**src/common/pmicef_pkg.sv**
```systemverilog
// Functional notes
// - reset-event flag bit 0 sets on analog undervoltage or soft reset request.
// - reset event disables converters, restores register defaults, reruns start-up.
// - sticky flags clear on a written one or a reset event; written zero keeps them.
// - step-down short flag sets when output falls below 0.35 V while running.
// - step-down short flag sets when output misses 0.35 V within 1 ms.
// - step-up short flag sets when output falls to input level or 2.5 V.
// - step-up short flag sets when output misses 2.5 V within 1 ms.
// - current-limit flags latch: step-down bits 0 and 4, step-up bit 0.
// - power-good event flags latch: step-down bits 2 and 6, step-up bit 2.
// - monitor flags: second monitor bit 4, first bit 2, analog supply bit 0.
// - live bit 3 reads 1 while external clock frequency is invalid.
// - live bit 2 reads 1 while die is above thermal shutdown level.
// - live bit 1 reads 1 while die is above thermal warning level.
// - live bit 0 reads 1 while input voltage is above overvoltage level.
// - all event and status registers reset to zero.
// - step-down summary bit clears itself once its flag register is zero.
// - soft reset request restores defaults, reloads one-time memory, self-clears.
`default_nettype none
package pmicef_pkg;

	localparam int CLK_MHZ = 50;
	localparam int STARTUP_TIMEOUT_US = 1000;
	localparam int STARTUP_CYCLES = STARTUP_TIMEOUT_US * CLK_MHZ;
	localparam logic [4:0] OFF_CYCLES = 5'h10;

	localparam logic [7:0] IDX_RESET_FLAGS = 8'h21;
	localparam logic [7:0] IDX_STEPDOWN_FLAGS = 8'h22;
	localparam logic [7:0] IDX_STEPUP_FLAGS = 8'h23;
	localparam logic [7:0] IDX_MONITOR_FLAGS = 8'h24;
	localparam logic [7:0] IDX_TOP_LIVE = 8'h25;
	localparam logic [7:0] IDX_CONTROL = 8'h30;
	localparam logic [7:0] IDX_ENABLE = 8'h31;
	localparam logic [7:0] IDX_MASK = 8'h32;
	localparam logic [7:0] IDX_SUMMARY = 8'h33;

	localparam int R_RST = 0;
	localparam int R_SD = 1;
	localparam int R_SU = 2;
	localparam int R_MON = 3;

	localparam int B_RST_EVT = 0;
	localparam int B_SDA_LIM = 0;
	localparam int B_SDA_SHORT = 1;
	localparam int B_SDA_PG = 2;
	localparam int B_SDB_LIM = 4;
	localparam int B_SDB_SHORT = 5;
	localparam int B_SDB_PG = 6;
	localparam int B_SU_LIM = 0;
	localparam int B_SU_SHORT = 1;
	localparam int B_SU_PG = 2;
	localparam int B_MON_ANALOG = 0;
	localparam int B_MON_FIRST = 2;
	localparam int B_MON_SECOND = 4;
	localparam int B_SOFT_RESET = 0;

	localparam logic [7:0] FLAG_RESET = 8'h00;
	localparam logic [7:0] LIVE_RESET = 8'h00;
	localparam logic [2:0] ENABLE_RESET = 3'h7;
	localparam logic [31:0] MASK_RESET = 32'h0;
	// reserved bits that software may write and read back
	localparam logic [3:0][7:0] FLAG_RW = {8'hEA, 8'hF8, 8'h88, 8'hFE};

	typedef enum logic [2:0] {
		ST_OFF = 3'h1,
		ST_START = 3'h2,
		ST_RUN = 3'h4
	} pmicef_state_t;

	typedef struct packed {
		logic clk_invalid;
		logic thermal_shutdown_state;
		logic thermal_warning_state;
		logic input_overvoltage_state;
	} pmicef_live_t;

	typedef struct packed {
		logic analog_supply_uv;
		logic [1:0] stepdown_above;
		logic stepup_above;
		logic [2:0] conv_limit;
		logic [2:0] conv_pgood;
		logic [2:0] monitor_pgood;
		pmicef_live_t live;
	} pmicef_pins_t;

endpackage
`default_nettype wire

```
**src/logic/pmicef_event_flags.sv**
```systemverilog
`timescale 1ns/1ps
`default_nettype none
module pmicef_event_flags #(
	parameter int STARTUP_CYCLES = pmicef_pkg::STARTUP_CYCLES
) (
	input wire logic pclk,
	input wire logic presetn,
	input wire logic psel,
	input wire logic penable,
	input wire logic pwrite,
	input wire logic [11:0] paddr,
	input wire logic [31:0] pwdata,
	output logic [31:0] prdata,
	output logic pready,
	output logic pslverr,
	input wire pmicef_pkg::pmicef_pins_t pins,
	output logic [2:0] conv_enable,
	output logic otp_reload,
	output logic irq
);
	pmicef_pkg::pmicef_pins_t pins_m;
	pmicef_pkg::pmicef_pins_t pins_s;
	logic uv_d;
	logic [2:0] limit_d;
	logic [2:0] pgood_d;
	logic [2:0] mon_d;
	logic uv_rise;
	logic [2:0] limit_rise;
	logic [2:0] pgood_chg;
	logic [2:0] mon_chg;
	logic [2:0] short_evt;
	logic [2:0] conv_above;
	logic [3:0][7:0] flags;
	logic [3:0][7:0] next_flags;
	logic [3:0][7:0] set_v;
	logic [3:0] wr_sel;
	logic [3:0] summary;
	logic [2:0] enable_reg;
	logic [31:0] mask_reg;
	logic soft_req;
	logic restart_evt;
	logic [7:0] idx;
	logic hit;
	logic wr_en;
	logic [31:0] rd_data;
	logic [4:0] off_cnt;
	pmicef_pkg::pmicef_state_t state;

	// pins come from the analog side, two stages before any use
	always_ff @(posedge pclk or negedge presetn) begin
		if (!presetn) begin
			pins_m <= '0;
			pins_s <= '0;
		end else begin
			pins_m <= pins;
			pins_s <= pins_m;
		end
	end

	always_ff @(posedge pclk or negedge presetn) begin
		if (!presetn) begin
			uv_d <= 1'b0;
			limit_d <= 3'h0;
			pgood_d <= 3'h0;
			mon_d <= 3'h0;
		end else begin
			uv_d <= pins_s.analog_supply_uv;
			limit_d <= pins_s.conv_limit;
			pgood_d <= pins_s.conv_pgood;
			mon_d <= pins_s.monitor_pgood;
		end
	end

	assign uv_rise = pins_s.analog_supply_uv && !uv_d;
	assign limit_rise = pins_s.conv_limit & ~limit_d;
	// a power-good event is any change of the raw level
	assign pgood_chg = pins_s.conv_pgood ^ pgood_d;
	assign mon_chg = pins_s.monitor_pgood ^ mon_d;
	assign restart_evt = uv_rise || soft_req;

	assign conv_above = {pins_s.stepup_above, pins_s.stepdown_above};

	genvar g;
	generate
		for (g = 0; g < 3; g++) begin : g_timer
			// step-up comparator also trips at input level
			pmicef_start_timer #(
				.LIMIT(STARTUP_CYCLES)
			) u_timer (
				.pclk(pclk),
				.presetn(presetn),
				.en(conv_enable[g]),
				.above(conv_above[g]),
				.running(),
				.short_evt(short_evt[g])
			);
		end
	endgenerate

	// apb decode
	assign idx = paddr[9:2];
	assign wr_en = psel && penable && pwrite;
	assign pready = 1'b1;
	assign pslverr = psel && penable && !hit;

	always_comb begin
		hit = 1'b0;
		if (paddr[11:10] == 2'h0 && paddr[1:0] == 2'h0) begin
			hit = (idx >= pmicef_pkg::IDX_RESET_FLAGS && idx <= pmicef_pkg::IDX_TOP_LIVE)
				|| (idx >= pmicef_pkg::IDX_CONTROL && idx <= pmicef_pkg::IDX_SUMMARY);
		end
		for (int k = 0; k < 4; k++) begin
			wr_sel[k] = wr_en && hit && (idx == pmicef_pkg::IDX_RESET_FLAGS + 8'(k));
		end
	end

	// event sources, each to its flag position
	always_comb begin
		set_v = '0;
		set_v[pmicef_pkg::R_RST][pmicef_pkg::B_RST_EVT] = restart_evt;
		set_v[pmicef_pkg::R_SD][pmicef_pkg::B_SDA_LIM] = limit_rise[0];
		set_v[pmicef_pkg::R_SD][pmicef_pkg::B_SDB_LIM] = limit_rise[1];
		set_v[pmicef_pkg::R_SU][pmicef_pkg::B_SU_LIM] = limit_rise[2];
		set_v[pmicef_pkg::R_SD][pmicef_pkg::B_SDA_SHORT] = short_evt[0];
		set_v[pmicef_pkg::R_SD][pmicef_pkg::B_SDB_SHORT] = short_evt[1];
		set_v[pmicef_pkg::R_SU][pmicef_pkg::B_SU_SHORT] = short_evt[2];
		set_v[pmicef_pkg::R_SD][pmicef_pkg::B_SDA_PG] = pgood_chg[0];
		set_v[pmicef_pkg::R_SD][pmicef_pkg::B_SDB_PG] = pgood_chg[1];
		set_v[pmicef_pkg::R_SU][pmicef_pkg::B_SU_PG] = pgood_chg[2];
		set_v[pmicef_pkg::R_MON][pmicef_pkg::B_MON_ANALOG] = mon_chg[0];
		set_v[pmicef_pkg::R_MON][pmicef_pkg::B_MON_FIRST] = mon_chg[1];
		set_v[pmicef_pkg::R_MON][pmicef_pkg::B_MON_SECOND] = mon_chg[2];
	end

	always_comb begin
		for (int k = 0; k < 4; k++) begin
			next_flags[k] = flags[k];
			if (wr_sel[k]) begin
				// ones clear sticky bits, reserved bits just store
				next_flags[k] = (flags[k] & ~(pwdata[7:0] & ~pmicef_pkg::FLAG_RW[k])
					& ~pmicef_pkg::FLAG_RW[k]) | (pwdata[7:0] & pmicef_pkg::FLAG_RW[k]);
			end
			if (restart_evt) begin
				next_flags[k] = pmicef_pkg::FLAG_RESET;
			end
			// set applied last so a same-cycle event survives
			next_flags[k] = next_flags[k] | (set_v[k] & ~pmicef_pkg::FLAG_RW[k]);
		end
	end

	always_ff @(posedge pclk or negedge presetn) begin
		if (!presetn) begin
			for (int k = 0; k < 4; k++) begin
				flags[k] <= pmicef_pkg::FLAG_RESET;
			end
		end else begin
			flags <= next_flags;
		end
	end

	// control registers, back to defaults on a reset event
	always_ff @(posedge pclk or negedge presetn) begin
		if (!presetn) begin
			enable_reg <= pmicef_pkg::ENABLE_RESET;
			mask_reg <= pmicef_pkg::MASK_RESET;
		end else if (restart_evt) begin
			enable_reg <= pmicef_pkg::ENABLE_RESET;
			mask_reg <= pmicef_pkg::MASK_RESET;
		end else if (wr_en && hit) begin
			if (idx == pmicef_pkg::IDX_ENABLE) begin
				enable_reg <= pwdata[2:0];
			end
			if (idx == pmicef_pkg::IDX_MASK) begin
				mask_reg <= pwdata;
			end
		end
	end

	// request bit lives one cycle, then clears itself
	always_ff @(posedge pclk or negedge presetn) begin
		if (!presetn) begin
			soft_req <= 1'b0;
		end else if (soft_req) begin
			soft_req <= 1'b0;
		end else if (wr_en && hit && idx == pmicef_pkg::IDX_CONTROL) begin
			soft_req <= pwdata[pmicef_pkg::B_SOFT_RESET];
		end
	end

	// start-up sequence: converters off, reload, run
	always_ff @(posedge pclk or negedge presetn) begin
		if (!presetn) begin
			state <= pmicef_pkg::ST_OFF;
			off_cnt <= 5'h0;
		end else if (restart_evt) begin
			state <= pmicef_pkg::ST_OFF;
			off_cnt <= 5'h0;
		end else begin
			case (state)
				pmicef_pkg::ST_OFF: begin
					if (off_cnt == pmicef_pkg::OFF_CYCLES - 5'h1) begin
						state <= pmicef_pkg::ST_START;
					end else begin
						off_cnt <= off_cnt + 5'h1;
					end
				end
				pmicef_pkg::ST_START: begin
					state <= pmicef_pkg::ST_RUN;
				end
				pmicef_pkg::ST_RUN: begin
					state <= pmicef_pkg::ST_RUN;
				end
				default: begin
					state <= pmicef_pkg::ST_OFF;
				end
			endcase
		end
	end

	always_ff @(posedge pclk or negedge presetn) begin
		if (!presetn) begin
			conv_enable <= 3'h0;
			otp_reload <= 1'b0;
		end else begin
			// drop at once on the event, not a cycle later
			conv_enable <= (restart_evt || state != pmicef_pkg::ST_RUN) ? 3'h0 : enable_reg;
			otp_reload <= !restart_evt && state == pmicef_pkg::ST_START;
		end
	end

	// summary bits follow the flag registers, no state to clear
	always_comb begin
		for (int k = 0; k < 4; k++) begin
			summary[k] = (flags[k] & ~pmicef_pkg::FLAG_RW[k]) != 8'h00;
		end
	end

	always_ff @(posedge pclk or negedge presetn) begin
		if (!presetn) begin
			irq <= 1'b0;
		end else begin
			// a set mask bit hides its flag from the interrupt line
			irq <= ((flags & ~pmicef_pkg::FLAG_RW) & ~mask_reg) != 32'h0;
		end
	end

	always_comb begin
		rd_data = 32'h0;
		case (idx)
			pmicef_pkg::IDX_RESET_FLAGS: rd_data[7:0] = flags[pmicef_pkg::R_RST];
			pmicef_pkg::IDX_STEPDOWN_FLAGS: rd_data[7:0] = flags[pmicef_pkg::R_SD];
			pmicef_pkg::IDX_STEPUP_FLAGS: rd_data[7:0] = flags[pmicef_pkg::R_SU];
			pmicef_pkg::IDX_MONITOR_FLAGS: rd_data[7:0] = flags[pmicef_pkg::R_MON];
			pmicef_pkg::IDX_TOP_LIVE: rd_data[3:0] = pins_s.live;
			pmicef_pkg::IDX_CONTROL: rd_data[0] = soft_req;
			pmicef_pkg::IDX_ENABLE: rd_data[2:0] = enable_reg;
			pmicef_pkg::IDX_MASK: rd_data = mask_reg;
			pmicef_pkg::IDX_SUMMARY: rd_data[4:0] = {irq, summary};
			default: rd_data = 32'h0;
		endcase
		if (!hit) begin
			rd_data = 32'h0;
		end
	end

	// captured in setup, stable through access
	always_ff @(posedge pclk or negedge presetn) begin
		if (!presetn) begin
			prdata <= 32'h0;
		end else if (psel && !penable) begin
			prdata <= rd_data;
		end
	end
endmodule
`default_nettype wire

```
**src/logic/pmicef_start_timer.sv**
```systemverilog
`timescale 1ns/1ps
`default_nettype none
module pmicef_start_timer #(
	parameter int LIMIT = pmicef_pkg::STARTUP_CYCLES
) (
	input wire logic pclk,
	input wire logic presetn,
	input wire logic en,
	input wire logic above,
	output logic running,
	output logic short_evt
);
	logic [15:0] count;
	logic waiting;
	logic at_limit;

	assign at_limit = (count == 16'(LIMIT - 1));
	// missed threshold in time, or fell below it once up
	assign short_evt = en && ((waiting && !above && at_limit) || (running && !above));

	always_ff @(posedge pclk or negedge presetn) begin
		if (!presetn) begin
			count <= 16'h0;
			waiting <= 1'b1;
			running <= 1'b0;
		end else if (!en) begin
			count <= 16'h0;
			waiting <= 1'b1;
			running <= 1'b0;
		end else if (waiting) begin
			if (above) begin
				waiting <= 1'b0;
				running <= 1'b1;
			end else if (at_limit) begin
				waiting <= 1'b0;
			end else begin
				count <= count + 16'h1;
			end
		end else if (running && !above) begin
			running <= 1'b0;
		end
	end
endmodule
`default_nettype wire

```
**config.mk**
```make
export PLATFORM = sky130hd
export DESIGN_NAME = pmicef_event_flags
export DESIGN_NICKNAME = d
export VERILOG_FILES = /design/src/common/pmicef_pkg.sv /design/src/logic/pmicef_event_flags.sv /design/src/logic/pmicef_start_timer.sv
export SDC_FILE = /design/constraint.sdc
export NUM_CORES = 1
export LEC_CHECK = 0
export BUFFER_PORTS_ARGS = -buffer_cell sky130_fd_sc_hd__buf_2
export CAP_MARGIN = 20
export CORE_ASPECT_RATIO = 1.2
export CORE_MARGIN = 2
export CORE_UTILIZATION = 58
export CTS_CLUSTER_SIZE = 28
export DETAILED_ROUTE_END_ITERATION = 8
export PLACE_DENSITY = 0.79
export SETUP_SLACK_MARGIN = 0.4
export SLEW_MARGIN = 20
export SYNTH_ARGS = -nofsm -noshare
export SYNTH_HDL_FRONTEND = slang
export SYNTH_SLANG_ARGS = --single-unit
```
**constraint.sdc**
```tcl
create_clock -name pclk -period 3 [get_ports pclk]
set_input_delay 0.45 -clock pclk [delete_from_list [all_inputs] [get_ports pclk]]
set_output_delay 0.45 -clock pclk [all_outputs]
set_load 0.05 [all_outputs]
```
---- Word level (Yosys, flattened, before mapping) ----
Cells that the tools add are included.
cells by class
  add/subtract/negate cells ............... 4
  multiplexer cells ....................... 67
  equal/unequal tests ..................... 34
  reductions and logical operators ........ 61
  order comparisons ....................... 4
  bitwise gates (word level) .............. 22
operators by type and width
  cell                     number
  $mux W16                 12
  $mux W32                 4
  $eq A8 B6 Y1 const B     9
  $mux W8                  8
  $add A16 B1 Y16 const B  3
  $eq A16 B16 Y1 const B   3
  $and A29 B32 Y32         1
  $not A32 Y32             1
  $reduce_bool A32 Y1      1
  $logic_and A1 B1 Y1      27
  $mux W1                  27
  $mux W24                 1
  $reduce_bool A8 Y1       3
  $mux W3                  6
  $ge A8 B6 Y1 const B     2
  $le A8 B6 Y1 const B     2
  $pmux W2 S8              1
  $mux W5                  3
  $ne A3 B3 Y1 const B     5
  $pmux W3 S5              1
  $ne A2 B2 Y1 const B     7
  $reduce_and A2 Y1        6
  $ne A3 B1 Y1 const B     3
  $reduce_and A3 Y1        3
  other kinds (32)         53
word-level totals
  register bits ........................... 211
  logic and storage cells ................. 238

---- Logic depth before layout (Yosys ltp) ----
  depth in word-level cells ............... 9
  mapped depth ............................ 7

---- By module ----
From an unflattened synthesis, not the netlist that was laid out.
second synthesis, totals
  cells, all modules ...................... 895
  area, all modules ....................... 9495.4 µm²
modules (own cells, without submodules)
  module                                        times used  area an instance (µm²)  cells an instance
  pmicef_event_flags                            1           6416.2                  554
  pmicef_start_timer at g_timer[0].u_timer ...  2           1041.0                  119
  pmicef_start_timer at g_timer[2].u_timer      1           997.2                   103

---- Worst setup path after synthesis ----
OpenSTA, ideal clock, no wires.
  kind .................................... input to output
  from .................................... input port paddr[2]
  to ...................................... output port pslverr
  buffers on the path ..................... 1
  path slack .............................. 0.585 ns
  data arrival time ....................... 1.965 ns
  stages .................................. 4
  cells stage by stage .................... clkbuf_1 -> or2_2 -> o31ai_1 -> o311a_1
on the way
  longest elaborated chain between the ends .. 6
ends and longest elaborated chain
  what                                        RTL line                                              text
  start: declaration                          pmicef_event_flags.sv:11                              input wire logic [11:0] paddr,
  $ge A8 B6 Y1, or another cell as far along  pmicef_event_flags.sv:109                             hit = (idx >= pmicef_pkg::IDX_RESET_FLAGS && idx <= pmicef_pkg::IDX_TOP_LIVE)
  $logic_and A1 B1 Y1 (on tied branches)      pmicef_event_flags.sv:109, pmicef_event_flags.sv:110
  $logic_or A1 B1 Y1 (*)                      pmicef_event_flags.sv:110                             || (idx >= pmicef_pkg::IDX_CONTROL && idx <= pmicef_pkg::IDX_SUMMARY);
  $mux W1 (*)                                 pmicef_event_flags.sv:108                             if (paddr[11:10] == 2'h0 && paddr[1:0] == 2'h0) begin
  $logic_not A1 Y1 (*)                        -
  $logic_and A1 B1 Y1 (*)                     pmicef_event_flags.sv:104                             assign pslverr = psel && penable && !hit;
  end: declaration                            pmicef_event_flags.sv:15                              output logic pslverr,
Every way passes the cells marked *; elsewhere a longest branch is shown, timed or not.

---- Worst setup path in the final report ----
Ends and elaborated chain as after synthesis.

==> run_results.csv <==
group,metric,value,unit
run_status,status,"completed",
setup_path,crit_end,"pslverr",
power_and_ir_drop,ir_drop,461,µV
global_route,gr-total-overflow,0,
logic_synthesis,ys_ff_latch,211,
global_route,antenna_found_initial,0,
setup_path,cp-start-kind,"input port",
sta,fin_crit,2.43,ns
sta,finalMaxSlewViolations,0,
setup_path,ff2ff_path_depth,6,
clock_tree,cts-root-buf,"clkbuf_16",
logic_synthesis,synthesis.nets,925,
setup_path,worstPathRequired,2.55,ns
logic_synthesis,yosys.area.top_type,"dfrtp_1",
floorplan,core_area,15600,µm²
logic_synthesis,syn_area,9270,µm²
final_layout,multi_input_area,3700,µm²
logic_synthesis,synth_edf_count,0,
floorplan,fp.dieW,119,µm
global_route,track_usage,0.239,
clock_tree,cts_buffers,21,
final_layout,seqCellArea,5290,µm²
floorplan,start_util,0.592,
sta,setup_viol,0,
final_layout,drive_gt1_frac,0.181,
floorplan,io-pin-count,105,
placement,gp_congestion,0.899,
floorplan,die_h,142,µm
final_layout,nNetsFinal,1026,
logic_synthesis,synth_ff_type,"dfrtp_1",
sta,fin_skew,0.00925,ns
power_and_ir_drop,powerDensity,541,nW/µm²
routing,routed_wl,20200,µm
final_layout,antenna_cells,0,
logic_synthesis,synth-async-reset-ratio,1.00,
clock_tree,cts_tree,"done",
clock_tree,cts.reportedPaths.clkPinSlew,0.06,ns
sta,fmax,411,MHz
routing,drc,0,
setup_path,worstSetupPathType,"in -> out",
final_layout,largest_register_ffs,48,
placement,place_hpwl,13600,µm
logic_synthesis,synth_top_cells_by_count,"204 x dfrtp_1, 114 x nand2_1, 42 x nor2_1, 40 x and2_1",
logic_synthesis,synthCells,854,
sta,relSlewSlack,0.566,
setup_path,cp_common_cell,"buf_2",
clock_tree,clk_path_buf_depth,3,
logic_synthesis,ys_types,67,
setup_path,r2r_start,"g_timer[2].u_timer.count[4]$_DFFE_PN0P_",
routing,via_per_inst,5.82,
final_layout,area_growth,15.4,%
setup_path,cp_max_fo,18,
sta,rsz0062_at_grt,"false",
clock_tree,clk_latency,0.48,ns
power_and_ir_drop,p_leak,4.91,nW
logic_synthesis,yosysSeqAreaShare,0.571,
final_layout,n_fill_cell,1211,
placement,port_buffers,103,
hold_path,hold_path.class,"in -> reg",
routing,dr.pass1.iters,5,
setup_path,worst-r2r-setup-slack,0.88,ns
setup_path,cp_cell_sequence,"buf_2 -> or2_2 -> o31ai_2 -> buf_4 -> o311a_1 -> buf_2",
sta,fin_ws,0.566,ns
clock_tree,htree_levels,1,
routing,ant_nets,0,
placement,dp_slack,0.361,ns
setup_path,worstSetupStartpoint,"paddr[2]",
logic_synthesis,ys_warn_count,0,
clock_tree,cts_num_sinks,211,
setup_path,r2r-end,"g_timer[2].u_timer.count[7]$_DFFE_PN0P_",
sta,worst_pin_slew,0.647,ns
routing,drt_iter0_drc,604,
global_route,grt_max_degree,72,
setup_path,worst_path_max_delay_cell,"or2_2",
sta,finalHoldViolCount,0,
routing,wire_per_inst,17.2,µm
job,cap_violations,0,
final_layout,regMostFlops,"g_timer.u_timer.count",
routing,via_count,6829,
setup_path,cp.arrival,1.98,ns
sta,finalCritPeriodShare,0.811,
logic_synthesis,synth_top_cell_area_share,0.551,
logic_synthesis,syn_avg_cell_area,10.8,µm²
clock_tree,post_cts_buffers,0,
floorplan,rows,50,
logic_synthesis,ys_top_cells_by_area,"dfrtp_1 55%, nand2_1 4.6%, mux2i_1 4.1%",
global_route,grt_pass1_vias,6531,
sta,tns,0,ns
global_route,grt_pass1_wl,32900,µm
setup_path,cp-end-kind,"output pin",
floorplan,die_area,17000,µm²
logic_synthesis,yosys.cell_count.top_type,"dfrtp_1",
setup_path,cp_slowest_stage_delay,0.39,ns
## power breakdown
| group | switching (mW) | total, mW | internal [mW] |
|---|---|---|---|
| Clock | 1.02 | 2.47 | 1.45 |
| Sequential | 0.0622 | 2.98 | 2.92 |
| Combinational | 0.205 | 0.334 | 0.129 |
## timing repair
action                                 CTS  global route
hold buffers                             1             0
resized for setup                        0             1
endpoints found under the hold margin   44             0
setup endpoints to repair                0             1
## metrics by stage
step,cells,util,total power [mW],instance area (µm²),hold slack (ns)
after floorplan,854,-,3.18,9270,0.154
after global placement,1139,0.642,3.35,10000,0.331
after detailed placement,1139,0.642,3.36,10000,0.335
after CTS,1174,0.683,5.84,10700,0.0535
after global routing,1174,0.684,6.01,10700,0.0526
final,1174,0.684,5.78,10700,0.0621
## placed cells by master (no fill, tap or decap), types with 4 or more instances in the layout
cell type	n
dfrtp_1	204
nand2_1	114
buf_2	102
nor2_1	42
and2_1	40
a21oi_1	38
mux2i_1	38
a22o_1	30
xnor2_1	28
nand3_1	26
inv_1	24
clkbuf_16	21
o21ai_0	20
xor2_1	17
buf_4	15
nand4_1	14
nor3_1	12
and3_1	11
nor4_1	10
nand2b_1	10
nor4b_1	9
a21boi_0	9
nor2b_1	8
o31ai_1	8
o22ai_1	7
or3_1	7
dfstp_2	7
clkbuf_1	6
or4_1	5
ha_1	5
a31o_1	4
a31o_2	4
o211ai_1	4
a22oi_1	4
clkbuf_8	4
## cell families after synthesis
family	Yosys count	synth area share
xor+xnor	45	0.0425
flops	211	0.571
fa+ha+maj	5	0.00675
other cells	1	0.000405
simple gates	332	0.189
buf+inv	68	0.0309
compound gates	152	0.115
mux	40	0.0447
## layout make-up
class                           count  area share
Clock buffer                       30      0.0551
Clock inverter                      4     0.00492
Inverter                           24     0.00843
Multi-Input combinational cell    575       0.346
Sequential cell                   211       0.495
Tap cell                          208      0.0243
Timing Repair Buffer              122      0.0661
## worst min-delay path by stage
stage | depth (start not counted) | slack [ns] | startpoint | end
after global routing | 1 | 0.05 | pins[3] | pins_m[3]$_DFF_PN0_
after CTS | 1 | 0.05 | pins[12] | pins_m[12]$_DFF_PN0_
after detailed placement | 0 | 0.33 | pins_m[13]$_DFF_PN0_ | conv_above[2]$_DFF_PN0_
after global placement | 0 | 0.33 | pins_m[3]$_DFF_PN0_ | pins_s[3]$_DFF_PN0_
after floorplan | 0 | 0.15 | presetn | conv_above[0]$_DFF_PN0_
final | 1 | 0.06 | pins[3] | pins_m[3]$_DFF_PN0_
## per-layer routing
| metal | track usage | wire length [µm] | share of wire |
|---|---|---|---|
| met5 | 0 | 0 | 0 |
| met3 | 0.0276 | 1200 | 0.060 |
| met4 | 0.0811 | 583 | 0.029 |
| met2 | 0.389 | 9600 | 0.48 |
| met1 | 0.340 | 8770 | 0.44 |
## critical path: cells and delay by family
kind / cells / cell delay, ns
buf+inv: 3 / 0.69
compound gates: 2 / 0.45
simple gates: 1 / 0.39
(Power assumes the default switching activity.)
